<file path="config.mk">
export PLATFORM = sky130hd
export DESIGN_NAME = iops_top
export DESIGN_NICKNAME = d
export VERILOG_FILES = /design/src/rtl/iops_pkg.sv /design/src/rtl/iops_porta_sel.sv /design/src/rtl/iops_top.sv
export VERILOG_INCLUDE_DIRS = /design/src /design/src/rtl
export SDC_FILE = /design/constraint.sdc
export NUM_CORES = 1
export LEC_CHECK = 0
export ABC_AREA = 1
export BUFFER_PORTS_ARGS = -buffer_cell sky130_fd_sc_hd__buf_2
export CORE_AREA = 5 5 100 83
export DETAILED_ROUTE_END_ITERATION = 12
export DIE_AREA = 0 0 105 88
export PLACE_DENSITY = 0.76
export RECOVER_POWER = 100
export SETUP_SLACK_MARGIN = 0.15
export SKIP_LAST_GASP = 1
export SYNTH_ARGS = -nofsm -noshare
export SYNTH_HDL_FRONTEND = slang
export SYNTH_SLANG_ARGS = --single-unit
</file>
<file path="constraint.sdc">
create_clock -name clk -period 1.55 [get_ports clk]
set_clock_uncertainty 0.2 [all_clocks]
set_input_delay 0.31 -clock clk [delete_from_list [all_inputs] [get_ports clk]]
set_output_delay 0.31 -clock clk [all_outputs]
set_load 0.05 [all_outputs]
</file>
<file path="src/rtl/iops_defines.svh">
`ifndef IOPS_DEFINES_SVH
`define IOPS_DEFINES_SVH

// Register byte addresses, low 20 bits
`define IOPS_ADDR_W          20
`define IOPS_PORTB_DIR_ADDR  20'hEE00A
`define IOPS_PORTB_DATA_ADDR 20'hFFFDA

// Reset and read-back values
`define IOPS_PORTB_DIR_RST   8'h00
`define IOPS_PORTB_DATA_RST  8'h00
`define IOPS_WO_READ_VAL     8'hFF
`define IOPS_UNMAPPED_VAL    8'h00

// Clock select codes
`define IOPS_PSC_EXT_A       3'h4
`define IOPS_PSC_EXT_B       3'h5
`define IOPS_PSC_EXT_C       3'h6
`define IOPS_CKS_EXT_EDGE    3'h5

// I/O control field positions
`define IOPS_IOCTL_CAPT_BIT  2

`endif

</file>
<file path="src/rtl/iops_pkg.sv">
package iops_pkg;

	typedef struct packed {
		logic       ch0_pulse_width_mode;
		logic       phase_count_mode;
		logic [2:0] ch0_io_control;
		logic [2:0] counter0_prescale;
		logic [2:0] counter1_prescale;
		logic [2:0] counter2_prescale;
		logic [2:0] byte_timer0_clk;
		logic [2:0] byte_timer1_clk;
		logic [2:0] byte_timer3_clk;
	} iops_timer_cfg_t;

	typedef struct packed {
		logic [2:0] direction;
		logic [2:0] pattern_enable;
		logic [2:0] data;
		logic [2:0] pattern;
	} iops_porta_cfg_t;

	typedef struct packed {
		logic [7:0] active;
		logic [7:0] level;
		logic [7:0] oe_n;
	} iops_portb_alt_t;

	typedef enum logic [1:0] {
		IOPS_MODE_RUN    = 2'b00,
		IOPS_MODE_SWSTBY = 2'b01,
		IOPS_MODE_HWSTBY = 2'b10
	} iops_mode_t;

endpackage

</file>
<file path="src/rtl/iops_porta_sel.sv">
`timescale 1ns/100ps
`default_nettype none
`include "iops_defines.svh"

module iops_porta_sel
	import iops_pkg::*;
(
	// Configuration
	input  wire iops_timer_cfg_t tcfg,
	input  wire iops_porta_cfg_t acfg,
	// Timer output
	input  wire logic            ch0_compare_a,
	// Pin drive
	output logic [2:0]           pin_out,
	output logic [2:0]           pin_oe_n,
	// Function selects
	output logic                 ch0_capture_a_sel,
	output logic                 ext_clock_a_sel,
	output logic                 ext_clock_b_sel,
	output logic                 ext_clock_c_sel
);

	function automatic logic any_psc(input iops_timer_cfg_t c,
		input logic [2:0] code);
		any_psc = (c.counter0_prescale == code)
			|| (c.counter1_prescale == code)
			|| (c.counter2_prescale == code);
	endfunction

	// 101 or 11x
	function automatic logic cks_ext(input logic [2:0] cks);
		cks_ext = (cks == `IOPS_CKS_EXT_EDGE) || (cks[2:1] == 2'b11);
	endfunction

	logic cmp_a_sel;

	always_comb begin
		cmp_a_sel = tcfg.ch0_pulse_width_mode
			|| (!tcfg.ch0_io_control[`IOPS_IOCTL_CAPT_BIT]
			&& (tcfg.ch0_io_control[1:0] != 2'b00));
		ch0_capture_a_sel =
			tcfg.ch0_io_control[`IOPS_IOCTL_CAPT_BIT];
		ext_clock_c_sel = any_psc(tcfg, `IOPS_PSC_EXT_C)
			|| cks_ext(tcfg.byte_timer0_clk);
		ext_clock_b_sel = tcfg.phase_count_mode
			|| any_psc(tcfg, `IOPS_PSC_EXT_B)
			|| cks_ext(tcfg.byte_timer3_clk);
		ext_clock_a_sel = tcfg.phase_count_mode
			|| any_psc(tcfg, `IOPS_PSC_EXT_A)
			|| cks_ext(tcfg.byte_timer1_clk);
		for (int i = 0; i < 3; i++) begin
			// see R2 see R5
			pin_oe_n[i] = !acfg.direction[i];
			pin_out[i]  = acfg.pattern_enable[i] ? acfg.pattern[i]
				: acfg.data[i];
		end
		if (cmp_a_sel) begin
			pin_oe_n[2] = 1'b0;
			pin_out[2]  = ch0_compare_a;
		end
	end

endmodule

`default_nettype wire

</file>
<file path="src/rtl/iops_top.sv">
`timescale 1ns/100ps
`default_nettype none
`include "iops_defines.svh"

// What this block does
// Port A pin 2 drives channel-0 compare A in PWM or compare setting.
// Otherwise pin 2 is input, general output or pattern output.
// Pin 2 feeds channel-0 capture A whenever capture bit is set.
// Pin 2 is clock C for prescale 110 or byte timer 0 101/11x.
// Pin 1 is input, general output or pattern output by direction/enable.
// Pin 1 is clock B for phase count, prescale 101, timer 3 clock.
// Pin 0 is input, general output or pattern output by direction/enable.
// Pin 0 is clock A for phase count, prescale 100, timer 1 clock.
// Port B is 8-bit; reset and hardware standby return it to I/O.
// Port B pin drives when direction bit is 1, input when 0.
// Software sets direction bit too when using a pin for patterns.
// Port B direction is write-only and reads back all ones.
// Direction clears on reset/hardware standby, kept in software standby.
// General outputs keep driving through software standby.
// Port B data is 8-bit read/write and drives general outputs.
// Port B read gives data register bit where direction is 1.
// Port B read gives sensed pin level where direction is 0.
// Data clears on reset/hardware standby, kept in software standby.
// Assigned alternate functions override direction and data for driving.
module iops_top
	import iops_pkg::*;
#(
	parameter int PORT_W = 8
) (
	// Clock and reset
	input  wire logic                     clk,
	input  wire logic                     rst_n,
	// Power state
	input  wire iops_mode_t               mode,
	// Register port
	input  wire logic [`IOPS_ADDR_W-1:0]  addr,
	input  wire logic [7:0]               wdata,
	input  wire logic                     wr,
	input  wire logic                     rd,
	output logic [7:0]                    rdata,
	// Port A low pins configuration
	input  wire iops_timer_cfg_t          tcfg,
	input  wire iops_porta_cfg_t          acfg,
	input  wire logic                     ch0_compare_a,
	input  wire logic [2:0]               porta_in,
	output logic [2:0]                    porta_out,
	output logic [2:0]                    porta_oe_n,
	// Port A timer inputs
	output logic                          ch0_capture_a,
	output logic                          ext_clock_a,
	output logic                          ext_clock_b,
	output logic                          ext_clock_c,
	// Port B alternate functions
	input  wire iops_portb_alt_t          balt,
	input  wire logic [PORT_W-1:0]        portb_pattern,
	input  wire logic [PORT_W-1:0]        portb_pattern_en,
	// Port B pins
	input  wire logic [PORT_W-1:0]        portb_in,
	output logic [PORT_W-1:0]             portb_out,
	output logic [PORT_W-1:0]             portb_oe_n,
	output logic [PORT_W-1:0]             portb_sensed
);

	// Pin synchronisers; first stage is read by the second only
	logic [2:0]        a_meta_q, a_sync_q;
	logic [PORT_W-1:0] b_meta_q, b_sync_q;

	always_ff @(posedge clk or negedge rst_n) begin
		if (!rst_n) begin
			a_meta_q <= '0;
			a_sync_q <= '0;
			b_meta_q <= '0;
			b_sync_q <= '0;
		end else begin
			a_meta_q <= porta_in;
			a_sync_q <= a_meta_q;
			b_meta_q <= portb_in;
			b_sync_q <= b_meta_q;
		end
	end

	// Port B registers
	logic [PORT_W-1:0] dir_q, dir_d;
	logic [PORT_W-1:0] data_q, data_d;
	logic [7:0]        rdata_q, rdata_d;
	logic              hw_stby;
	logic              sel_dir, sel_data;

	assign hw_stby  = (mode == IOPS_MODE_HWSTBY);
	assign sel_dir  = (addr == `IOPS_PORTB_DIR_ADDR);
	assign sel_data = (addr == `IOPS_PORTB_DATA_ADDR);

	always_comb begin
		dir_d   = dir_q;
		data_d  = data_q;
		rdata_d = 8'h00;
		if (hw_stby) begin
			dir_d  = PORT_W'(`IOPS_PORTB_DIR_RST);
			data_d = PORT_W'(`IOPS_PORTB_DATA_RST);
		end else if (wr) begin
			// Software standby leaves both registers untouched
			if (sel_dir)
				dir_d = wdata[PORT_W-1:0];
			if (sel_data)
				data_d = wdata[PORT_W-1:0];
		end
		if (rd) begin
			if (sel_dir)
				rdata_d = `IOPS_WO_READ_VAL;
			else if (sel_data)
				rdata_d = 8'((dir_q & data_q)
					| (~dir_q & b_sync_q)); // see R16
			else
				rdata_d = `IOPS_UNMAPPED_VAL;
		end
	end

	always_ff @(posedge clk or negedge rst_n) begin
		if (!rst_n) begin
			dir_q   <= PORT_W'(`IOPS_PORTB_DIR_RST);
			data_q  <= PORT_W'(`IOPS_PORTB_DATA_RST);
			rdata_q <= 8'h00;
		end else begin
			dir_q   <= dir_d;
			data_q  <= data_d;
			rdata_q <= rdata_d;
		end
	end

	assign rdata = rdata_q;

	// Port B pin drive, one cell per pin, each output straight from a flop
	for (genvar gi = 0; gi < PORT_W; gi++) begin : g_pin_b
		logic out_d, oe_n_d, out_q, oe_n_q;

		always_comb begin
			if (hw_stby) begin
				out_d  = 1'b0;
				oe_n_d = 1'b1;
			end else if (balt.active[gi]) begin
				out_d  = balt.level[gi];
				oe_n_d = balt.oe_n[gi];
			end else if (portb_pattern_en[gi]) begin
				// Pattern needs the direction bit as well
				out_d  = portb_pattern[gi];
				oe_n_d = !dir_q[gi];
			end else begin
				// Holds through software standby
				out_d  = data_q[gi]; // see R10 see R14
				oe_n_d = !dir_q[gi];
			end
		end

		always_ff @(posedge clk or negedge rst_n) begin
			if (!rst_n) begin
				out_q  <= 1'b0;
				oe_n_q <= 1'b1;
			end else begin
				out_q  <= out_d;
				oe_n_q <= oe_n_d;
			end
		end

		assign portb_out[gi]  = out_q;
		assign portb_oe_n[gi] = oe_n_q;
	end
	assign portb_sensed = b_sync_q;

	// Port A low pins
	logic [2:0] a_out_c, a_oe_n_c;
	logic       cap_sel, clka_sel, clkb_sel, clkc_sel;

	iops_porta_sel i_iops_porta_sel (
		.tcfg              (tcfg),
		.acfg              (acfg),
		.ch0_compare_a     (ch0_compare_a),
		.pin_out           (a_out_c),
		.pin_oe_n          (a_oe_n_c),
		.ch0_capture_a_sel (cap_sel),
		.ext_clock_a_sel   (clka_sel),
		.ext_clock_b_sel   (clkb_sel),
		.ext_clock_c_sel   (clkc_sel)
	);

	logic [2:0] a_out_q, a_oe_n_q, a_out_d, a_oe_n_d;
	logic [3:0] tin_q, tin_d;

	always_comb begin
		a_out_d  = a_out_c;
		// Hardware standby releases the pins even if a timer still claims them
		a_oe_n_d = hw_stby ? 3'h7 : a_oe_n_c;
		tin_d[0] = cap_sel  & a_sync_q[2];
		tin_d[1] = clkc_sel & a_sync_q[2];
		tin_d[2] = clkb_sel & a_sync_q[1];
		tin_d[3] = clka_sel & a_sync_q[0];
	end

	always_ff @(posedge clk or negedge rst_n) begin
		if (!rst_n) begin
			a_out_q  <= '0;
			a_oe_n_q <= '1;
			tin_q    <= '0;
		end else begin
			a_out_q  <= a_out_d;
			a_oe_n_q <= a_oe_n_d;
			tin_q    <= tin_d;
		end
	end

	assign porta_out     = a_out_q;
	assign porta_oe_n    = a_oe_n_q;
	assign ch0_capture_a = tin_q[0];
	assign ext_clock_c   = tin_q[1];
	assign ext_clock_b   = tin_q[2];
	assign ext_clock_a   = tin_q[3];

endmodule

`default_nettype wire

</file>
Word-level counts from Yosys, hierarchy flattened
Cells that the tools add are included.
- flip-flop bits (word level): 72
- output and inout port bits: 42
- bits of input ports: 121
- logic and storage cells: 141
- equality and inequality tests: 18
- bitwise gates (word level): 8
- reduce and logical (&&, ||, !) cells: 34
- muxes and demuxes: 55
- operators by type and width (kind ; count):
    $mux 8 ; 9
    $mux 1 ; 45
    $eq 20x20->1 const B ; 2
    $eq 3x3->1 const B ; 12
    $and 8x8->8 ; 2
    $logic_or 1x1->1 ; 15
    $logic_not 1->1 ; 12
    $eq 2x2->1 const B ; 4
    $not 8->8 ; 1
    $or 8x8->8 ; 1
    $reduce_bool 2->1 ; 4
    $and 1x1->1 ; 4
    $reduce_and 2->1 ; 2
    $mux 3 ; 1
    $logic_and 1x1->1 ; 1

Logic depth before layout (Yosys ltp)
Gate-level depths: netlist of the first run.
- word-level depth: 6
- depth in mapped cells: 8
- depth with buffers taken out: 8

Modules after synthesis
Synthesis of the first run repeated with hierarchy kept, for this count alone.
- cell total of the unflattened synthesis: 348
- area, all modules: 3230.6 um2
- modules (own cells, without submodules) (module ; area an instance (um2) ; cells each ; times used ; seq. area each (um2)):
    iops_top ; 2996.6 ; 300 ; 1 ; 1815.5
    iops_porta_sel ; 234.0 ; 48 ; 1 ; 0.0

Least setup slack after synthesis of the first run
Ideal clock, no wire load.
- path type: in2reg
- start point: in addr[2]
- end point: reg data_q[1]
- arrival: 1.011 ns
- slack: 0.221 ns
- required time: 1.232 ns
- path buffers: 0
- setup time: 0.118 ns
- cell stages on the path: 6
- path through: nor2_1 > nand3_1 > nor2_4 > nand3_4 > nand3_1 > nand2_1
- longest elaborated chain between the ends: 3
- ends and longest elaborated chain (item ; line ; source):
    from (decl) ; iops_top.sv:36 ; input wire logic [`IOPS_ADDR_W-1:0] addr,
    $eq 20x20->1 (no source line) ; - ;
    $reduce_bool 2->1 (no source line) ; - ;
    $reduce_and 2->1 (no source line) ; - ;
    to (signal assigned) ; iops_top.sv:121 ; data_q <= PORT_W'(`IOPS_PORTB_DATA_RST);
    to (signal assigned) ; iops_top.sv:125 ; data_q <= data_d;
    to (decl) ; iops_top.sv:84 ; logic [PORT_W-1:0] data_q, data_d;
No other way between the ends.
A chain may end at the register's enable or synchronous reset.

Final worst setup path of the first run
- start point: reg g_pin_b[7].oe_n_q
- end point: out portb_oe_n[7]
- RTL lines (item ; line ; source):
    from (decl) ; iops_top.sv:134 ; logic out_d, oe_n_d, out_q, oe_n_q;
    from (signal assigned) ; iops_top.sv:160 ; oe_n_q <= oe_n_d;
    to (decl) ; iops_top.sv:60 ; output logic [PORT_W-1:0] portb_oe_n,
No word-level cell between the ends.

==> flow_summary.json, run 1 <==
{
  "whs_ns": 0.0181,
  "worst_setup_path_start_kind": "flip-flop",
  "cp.required_ns": 1.04,
  "min_period_ns": 1.53,
  "maxCapViolCount": 0,
  "ys_ff_latch": 72,
  "clk_pin_slew_ns": 0.08,
  "clkPwrFrac_pct": 34.2,
  "cts_tree": "built",
  "ant_nets": 0,
  "p_comb_share_pct": 18.7,
  "core_um2": 7220,
  "stdcell_area_um2": 4700,
  "grt_pass1_vias": 3128,
  "netlist.area_leader.share_pct": 48.5,
  "dieArea_um2": 9240,
  "internal_power_uw": 3100,
  "vias": 2982,
  "ioPinCount": 163,
  "crit_arrival_ns": 1.02,
  "wl_per_cell_um": 14.6,
  "crit_family": "flip-flops",
  "yosysWarnings": 0,
  "synth_cell_type_count": 27,
  "clk_latency_ns": 0.34,
  "first_iter_violations": 106,
  "status": "finished, final reports clean",
  "grt_antenna_before_repair": 0,
  "synth_cells": 325,
  "layout_worst_path_cycle_share_pct": 98.9,
  "slew_violations": 0,
  "swShare_pct": 27.1,
  "p_sw_uw": 1150,
  "syn_area_um2": 3150,
  "path_max_fanout": 1,
  "critical_path_class": "reg -> out",
  "path_cells": "buf_8",
  "num_rows": 28,
  "syn_nets": 446,
  "drt_pass1_iterations": 4,
  "synth_area_leader_cell": "dfrtp_1",
  "viasPerCell": 4.80,
  "grt_usage_pct": 20.3,
  "clock_tree.root_cell": "clkbuf_8",
  "htreeDepth": 3,
  "hold_viol": 0,
  "slowest_delay_ns": 0.54,
  "total_power_uw": 4250,
  "fin_util_pct": 65.1,
  "drc": 0,
  "placed_cell_area_um2": 4030,
  "synth_seq_area_share_pct": 57.6,
  "tightestPinTransition_ns": 0.498,
  "p_seq_share_pct": 47.1,
  "place_ws_ns": -0.0254,
  "grt_pass1_wl_um": 14700,
  "clkSinkCount": 72,
  "cts_made_buffers": 9,
  "setup_violations": 0,
  "vdd_drop_max_v": 0.000525,
  "cts_max_path_buffers": 2,
  "slew-limit-headroom_pct": 66.7,
  "wirelength_um": 9050,
  "areaGrowthSynthToFinish_pct": 49.2,
  "hold_path_class": "in -> reg",
  "fmax_mhz": 652,
  "avgSynthCellArea_um2": 9.69,
  "yosys-top-cells-area": "dfrtp_1 48%, dfstp_2 9.2%, nand2_1 6.4%",
  "cp_slowest_cell": "dfstp_2",
  "grt_overflow_total": 0,
  "initial_core_util_pct": 43.6,
  "worst-path-buf-inv": 1,
  "power.leakage_uw": 0.00250,
  "place_congestion": 0.793,
  "grt_setup_unrepaired": "true",
  "die_w_um": 105,
  "timing.final.ws_setup_ns": 0.0172,
  "critPathCaptureType": "output port",
  "dpl.hpwl_um": 6480,
  "powerDensity_nw_per_um2": 905,
  "numPortBuffers": 162,
  "nets": 647,
  "die-height_um": 88,
  "layout-drive-gt1-share_pct": 38.6,
  "grt_max_degree": 31,
  "diodes": 0
}
==> layout make-up <==
| cell class | instances | area, µm² |
|---|---|---|
| fillers | 627 | 2520 |
| flip-flops and latches | 72 | 1820 |
| repair buffers | 209 | 1410 |
| multi-input cells | 186 | 986 |
| inverters | 48 | 185 |
| clock buffers | 13 | 149 |
| well taps | 90 | 113 |
| clock inverters | 3 | 42.5 |
==> routing by layer <==
metal | track usage, % | up-vias | share of wire (%)
met2 | 36.1 | 127 | 51
met3 | 6.48 | 11 | 8.2
met4 | 6.97 | 0 | 1.7
li1 | - | 1437 | -
met5 | 0 | - | 0
met1 | 23.3 | 1407 | 39
==> per-stage QoR <==
| stage | TNS, ns | std cells |
|---|---|---|
| finish | 0 | 621 |
| global route | -0.130 | 621 |
| CTS | -0.000388 | 621 |
| detailed placement | -0.0382 | 566 |
| global placement | 0 | 566 |
| floorplan | 0 | 325 |
==> final timing paths <==
kind | cells past startpoint | slack, ns | startpoint | endpoint
max in group asynchronous | 3 | 0.31 | rst_n | porta_oe_n[1]$_DFF_PN1_
min reg2reg | 0 | 0.15 | b_meta_q[0]$_DFF_PN0_ | portb_sensed[0]$_DFF_PN0_
max | 1 | 0.02 | g_pin_b[7].oe_n_q$_DFF_PN1_ | portb_oe_n[7]
min | 2 | 0.02 | acfg[7] | porta_out[1]$_DFF_PN0_
min in group asynchronous | 2 | 0.13 | rst_n | dir_q[4]$_DFFE_PN0P_
max reg2reg | 5 | 0.30 | portb_sensed[0]$_DFF_PN0_ | rdata[0]$_DFF_PN0_
==> power by group through the flow <==
stage               Clock, µW  Sequential, µW  Combinational [µW]
floorplan                   0            2140                 301
global placement            0            2030                 665
detailed placement          0            2030                 680
finish                   1450            2000                 794
CTS                      1490            2010                 845
global route             1580            2010                 857
==> layout by cell type, fill, tap and decap left out, drive strengths merged <==
cell / count
inv: 47
clkbuf: 49
dlygate4sd3: 37
a21oi: 17
o21bai: 9
dfrtp: 61
clkinv: 2
bufinv: 1
buf: 136
nand2: 54
dfstp: 11
nor3b: 1
mux2: 10
o21ai: 29
a41oi: 2
mux2i: 1
a21boi: 1
clkinvlp: 1
nor2: 24
nor3: 1
nand4: 2
nand3b: 1
nand3: 34
==> synthesized netlist by cell type <==
| cell type | number |
|---|---|
| a21boi_0 | 1 |
| a21oi_1 | 17 |
| a41oi_1 | 2 |
| buf_2 | 2 |
| buf_4 | 16 |
| clkbuf_1 | 1 |
| clkinv_4 | 1 |
| dfrtp_1 | 61 |
| dfstp_2 | 11 |
| inv_1 | 45 |
| inv_2 | 2 |
| mux2_2 | 10 |
| mux2i_1 | 1 |
| nand2_1 | 54 |
| nand3_1 | 32 |
| nand3_4 | 2 |
| nand3b_1 | 1 |
| nand4_1 | 1 |
| nand4_2 | 1 |
| nor2_1 | 17 |
| nor2_2 | 2 |
| nor2_4 | 5 |
| nor3_1 | 1 |
| nor3b_1 | 1 |
| o21ai_0 | 28 |
| o21ai_1 | 1 |
| o21bai_1 | 9 |
==> sequential cells by signal (all words and copies together), names as in the netlist <==
name	count
a_meta_q	3
a_sync_q	3
b_meta_q	8
data_q	8
dir_q	8
g_pin_b.oe_n_q	8
g_pin_b.out_q	8
porta_oe_n	3
porta_out	3
portb_sensed	8
rdata	8
tin_q	4
==> worst register-to-register path, cell delays in order (launching register included) <==
cell and delay [ns]:
dfrtp_1 0.35, clkbuf_4 0.12, inv_1 0.03, o21ai_0 0.22, nand3_1 0.11, a21oi_1 0.14
==> cell families (layout without fill, tap and decap cells) <==
logic type	count (synthesis)	in the layout	share of synthesized area, %
simple gates	117	117	18.1
flops	72	72	57.6
compound gates	58	58	10.2
buf+inv	67	273	10.1
mux	11	11	3.89
==> timing repair <==
action	in CTS	in global routing
cloned	0	0
endpoints found under the hold margin	89	0
resized for setup	93	4
hold buffers	37	0
setup endpoints to repair	42	45
buffers inserted	2	0
No activity file was read; power rests on OpenSTA's default activity.
==> inputs of run 2 (changes only) <==
- RECOVER_POWER: 100 -> 50
==> run 2 against run 1 <==
  * Combinational power is 5.9% higher
  * Critical endpoint unchanged
  * Global-route usage unchanged
  * Clock power hardly changed
  * Sequential power barely moved
  * Largest power group unchanged
  * Critical path depth is the same
  * Via count decreased by 0.70%
  * Die area unchanged
  * Core utilization grew 2.6 points
==> flow_summary.json, run 2 (synthesis gave the netlist of run 1 again) <==
{
  "min_period_ns": 1.53,
  "ant_nets": 0,
  "powerDensity_nw_per_um2": 880,
  "clock_tree.root_cell": "clkbuf_8",
  "vias": 2961,
  "first_iter_violations": 138,
  "holdPathStages": 2,
  "cts_max_path_buffers": 2,
  "layout_worst_path_cycle_share_pct": 98.6,
  "crit_family": "flip-flops",
  "numPortBuffers": 162,
  "wl_per_cell_um": 14.7,
  "dpl.hpwl_um": 6480,
  "dieArea_um2": 9240,
  "r2r-start": "portb_sensed[1]$_DFF_PN0_",
  "clk_pin_slew_ns": 0.08,
  "slowest_delay_ns": 0.54,
  "setup_violations": 0,
  "hp-start": "acfg[7]",
  "die-height_um": 88,
  "nets": 647,
  "grt_overflow_total": 0,
  "layout-drive-gt1-share_pct": 41.1,
  "critical_path_depth": 1,
  "slew_violations": 0,
  "worst_r2r_path_depth": 5,
  "initial_core_util_pct": 43.6,
  "hold_path_class": "in -> reg",
  "grt_pass1_wl_um": 14700,
  "grt_setup_unrepaired": "true",
  "tightestPinTransition_ns": 0.428,
  "whs_ns": 0.0189,
  "fmax_mhz": 654,
  "hold-path-endpoint": "porta_out[1]$_DFF_PN0_",
  "critical_path_class": "reg -> out",
  "rr_endpoint": "rdata[1]$_DFF_PN0_",
  "drt_pass1_iterations": 4,
  "cts_tree": "built",
  "grt_max_degree": 31,
  "core_um2": 7220,
  "status": "finished, final reports clean",
  "viasPerCell": 4.77,
  "clk_latency_ns": 0.34,
  "grt_antenna_before_repair": 0,
  "grt_pass1_vias": 3128,
  "num_rows": 28,
  "slew-limit-headroom_pct": 71.4,
  "drc": 0,
  "crit_arrival_ns": 1.02,
  "worst-path-buf-inv": 1,
  "path_cells": "buf_8",
  "layout_commonest_cell": "buf_2",
  "wirelength_um": 9100,
  "path_max_fanout": 1,
  "clkSinkCount": 72,
  "cp_slowest_cell": "dfstp_2",
  "layout_common_cells": "117 x buf_2, 61 x dfrtp_1, 54 x nand2_1",
  "critPathCaptureType": "output port",
  "power.leakage_uw": 0.00257,
  "maxCapViolCount": 0,
  "place_ws_ns": -0.0254,
  "htreeDepth": 3,
  "place_congestion": 0.793,
  "diodes": 0,
  "die_w_um": 105,
  "cp.required_ns": 1.04,
  "timing.final.ws_setup_ns": 0.0212,
  "ioPinCount": 163,
  "worst_setup_path_start_kind": "flip-flop",
  "rrSetupSlack_ns": 0.25,
  "grt_usage_pct": 20.3,
  "vdd_drop_max_v": 0.000525,
  "cts_made_buffers": 9,
  "areaGrowthSynthToFinish_pct": 55.2,
  "hold_viol": 0
}
run 2: timing repair:
| action | in CTS | in global routing |
|---|---|---|
| resized for setup | 93 | 4 |
| setup endpoints to repair | 42 | 45 |
| setup buffers | 2 | 0 |
| hold buffers | 37 | 0 |
| hold endpoints to repair | 89 | 0 |
run 2: routing by layer:
layer,GRT usage [%],wire length [µm]
met1,23.3,3560
met2,36.1,4700
met3,6.48,725
met4,6.97,117
met5,0,0
run 2: area by class of cell:
type	count	area, µm²
Fill cell	567	2330
Clock buffer	13	149
Timing Repair Buffer	209	1560
Multi-Input combinational cell	186	1020
Inverter	48	185
Tap cell	90	113
Sequential cell	72	1820
Clock inverter	3	42.5
run 2: power by group:
group | total (µW) | switching (µW) | internal (µW)
registers | 2010 | 39.9 | 1970
clock network | 1450 | 661 | 788
logic | 841 | 460 | 381
run 2: per-stage QoR:
| step | area, µm² | total power (µW) | std cells | TNS [ns] | utilization [%] |
|---|---|---|---|---|---|
| detailed placement | 4030 | 2710 | 566 | -0.0382 | 55.8 |
| CTS | 4900 | 4350 | 621 | -0.000388 | 67.9 |
| global placement | 4030 | 2690 | 566 | 0 | 55.8 |
| floorplan | 3150 | 2440 | 325 | 0 | - |
| global route | 4890 | 4510 | 621 | -0.109 | 67.7 |
| finish | 4890 | 4300 | 621 | 0 | 67.7 |
run 2: worst max-delay path by stage:
| stage | from | to | slack [ns] |
|---|---|---|---|
| global route | porta_oe_n[2]$_DFF_PN1_ | porta_oe_n[2] | -0.02 |
| detailed placement | addr[8] | dir_q[7]$_DFFE_PN0P_ | -0.03 |
| global placement | addr[8] | dir_q[3]$_DFFE_PN0P_ | 0.03 |
| finish | g_pin_b[7].oe_n_q$_DFF_PN1_ | portb_oe_n[7] | 0.02 |
| floorplan | addr[2] | data_q[1]$_DFFE_PN0P_ | 0.22 |
| CTS | g_pin_b[3].oe_n_q$_DFF_PN1_ | portb_oe_n[3] | -0.0004 |
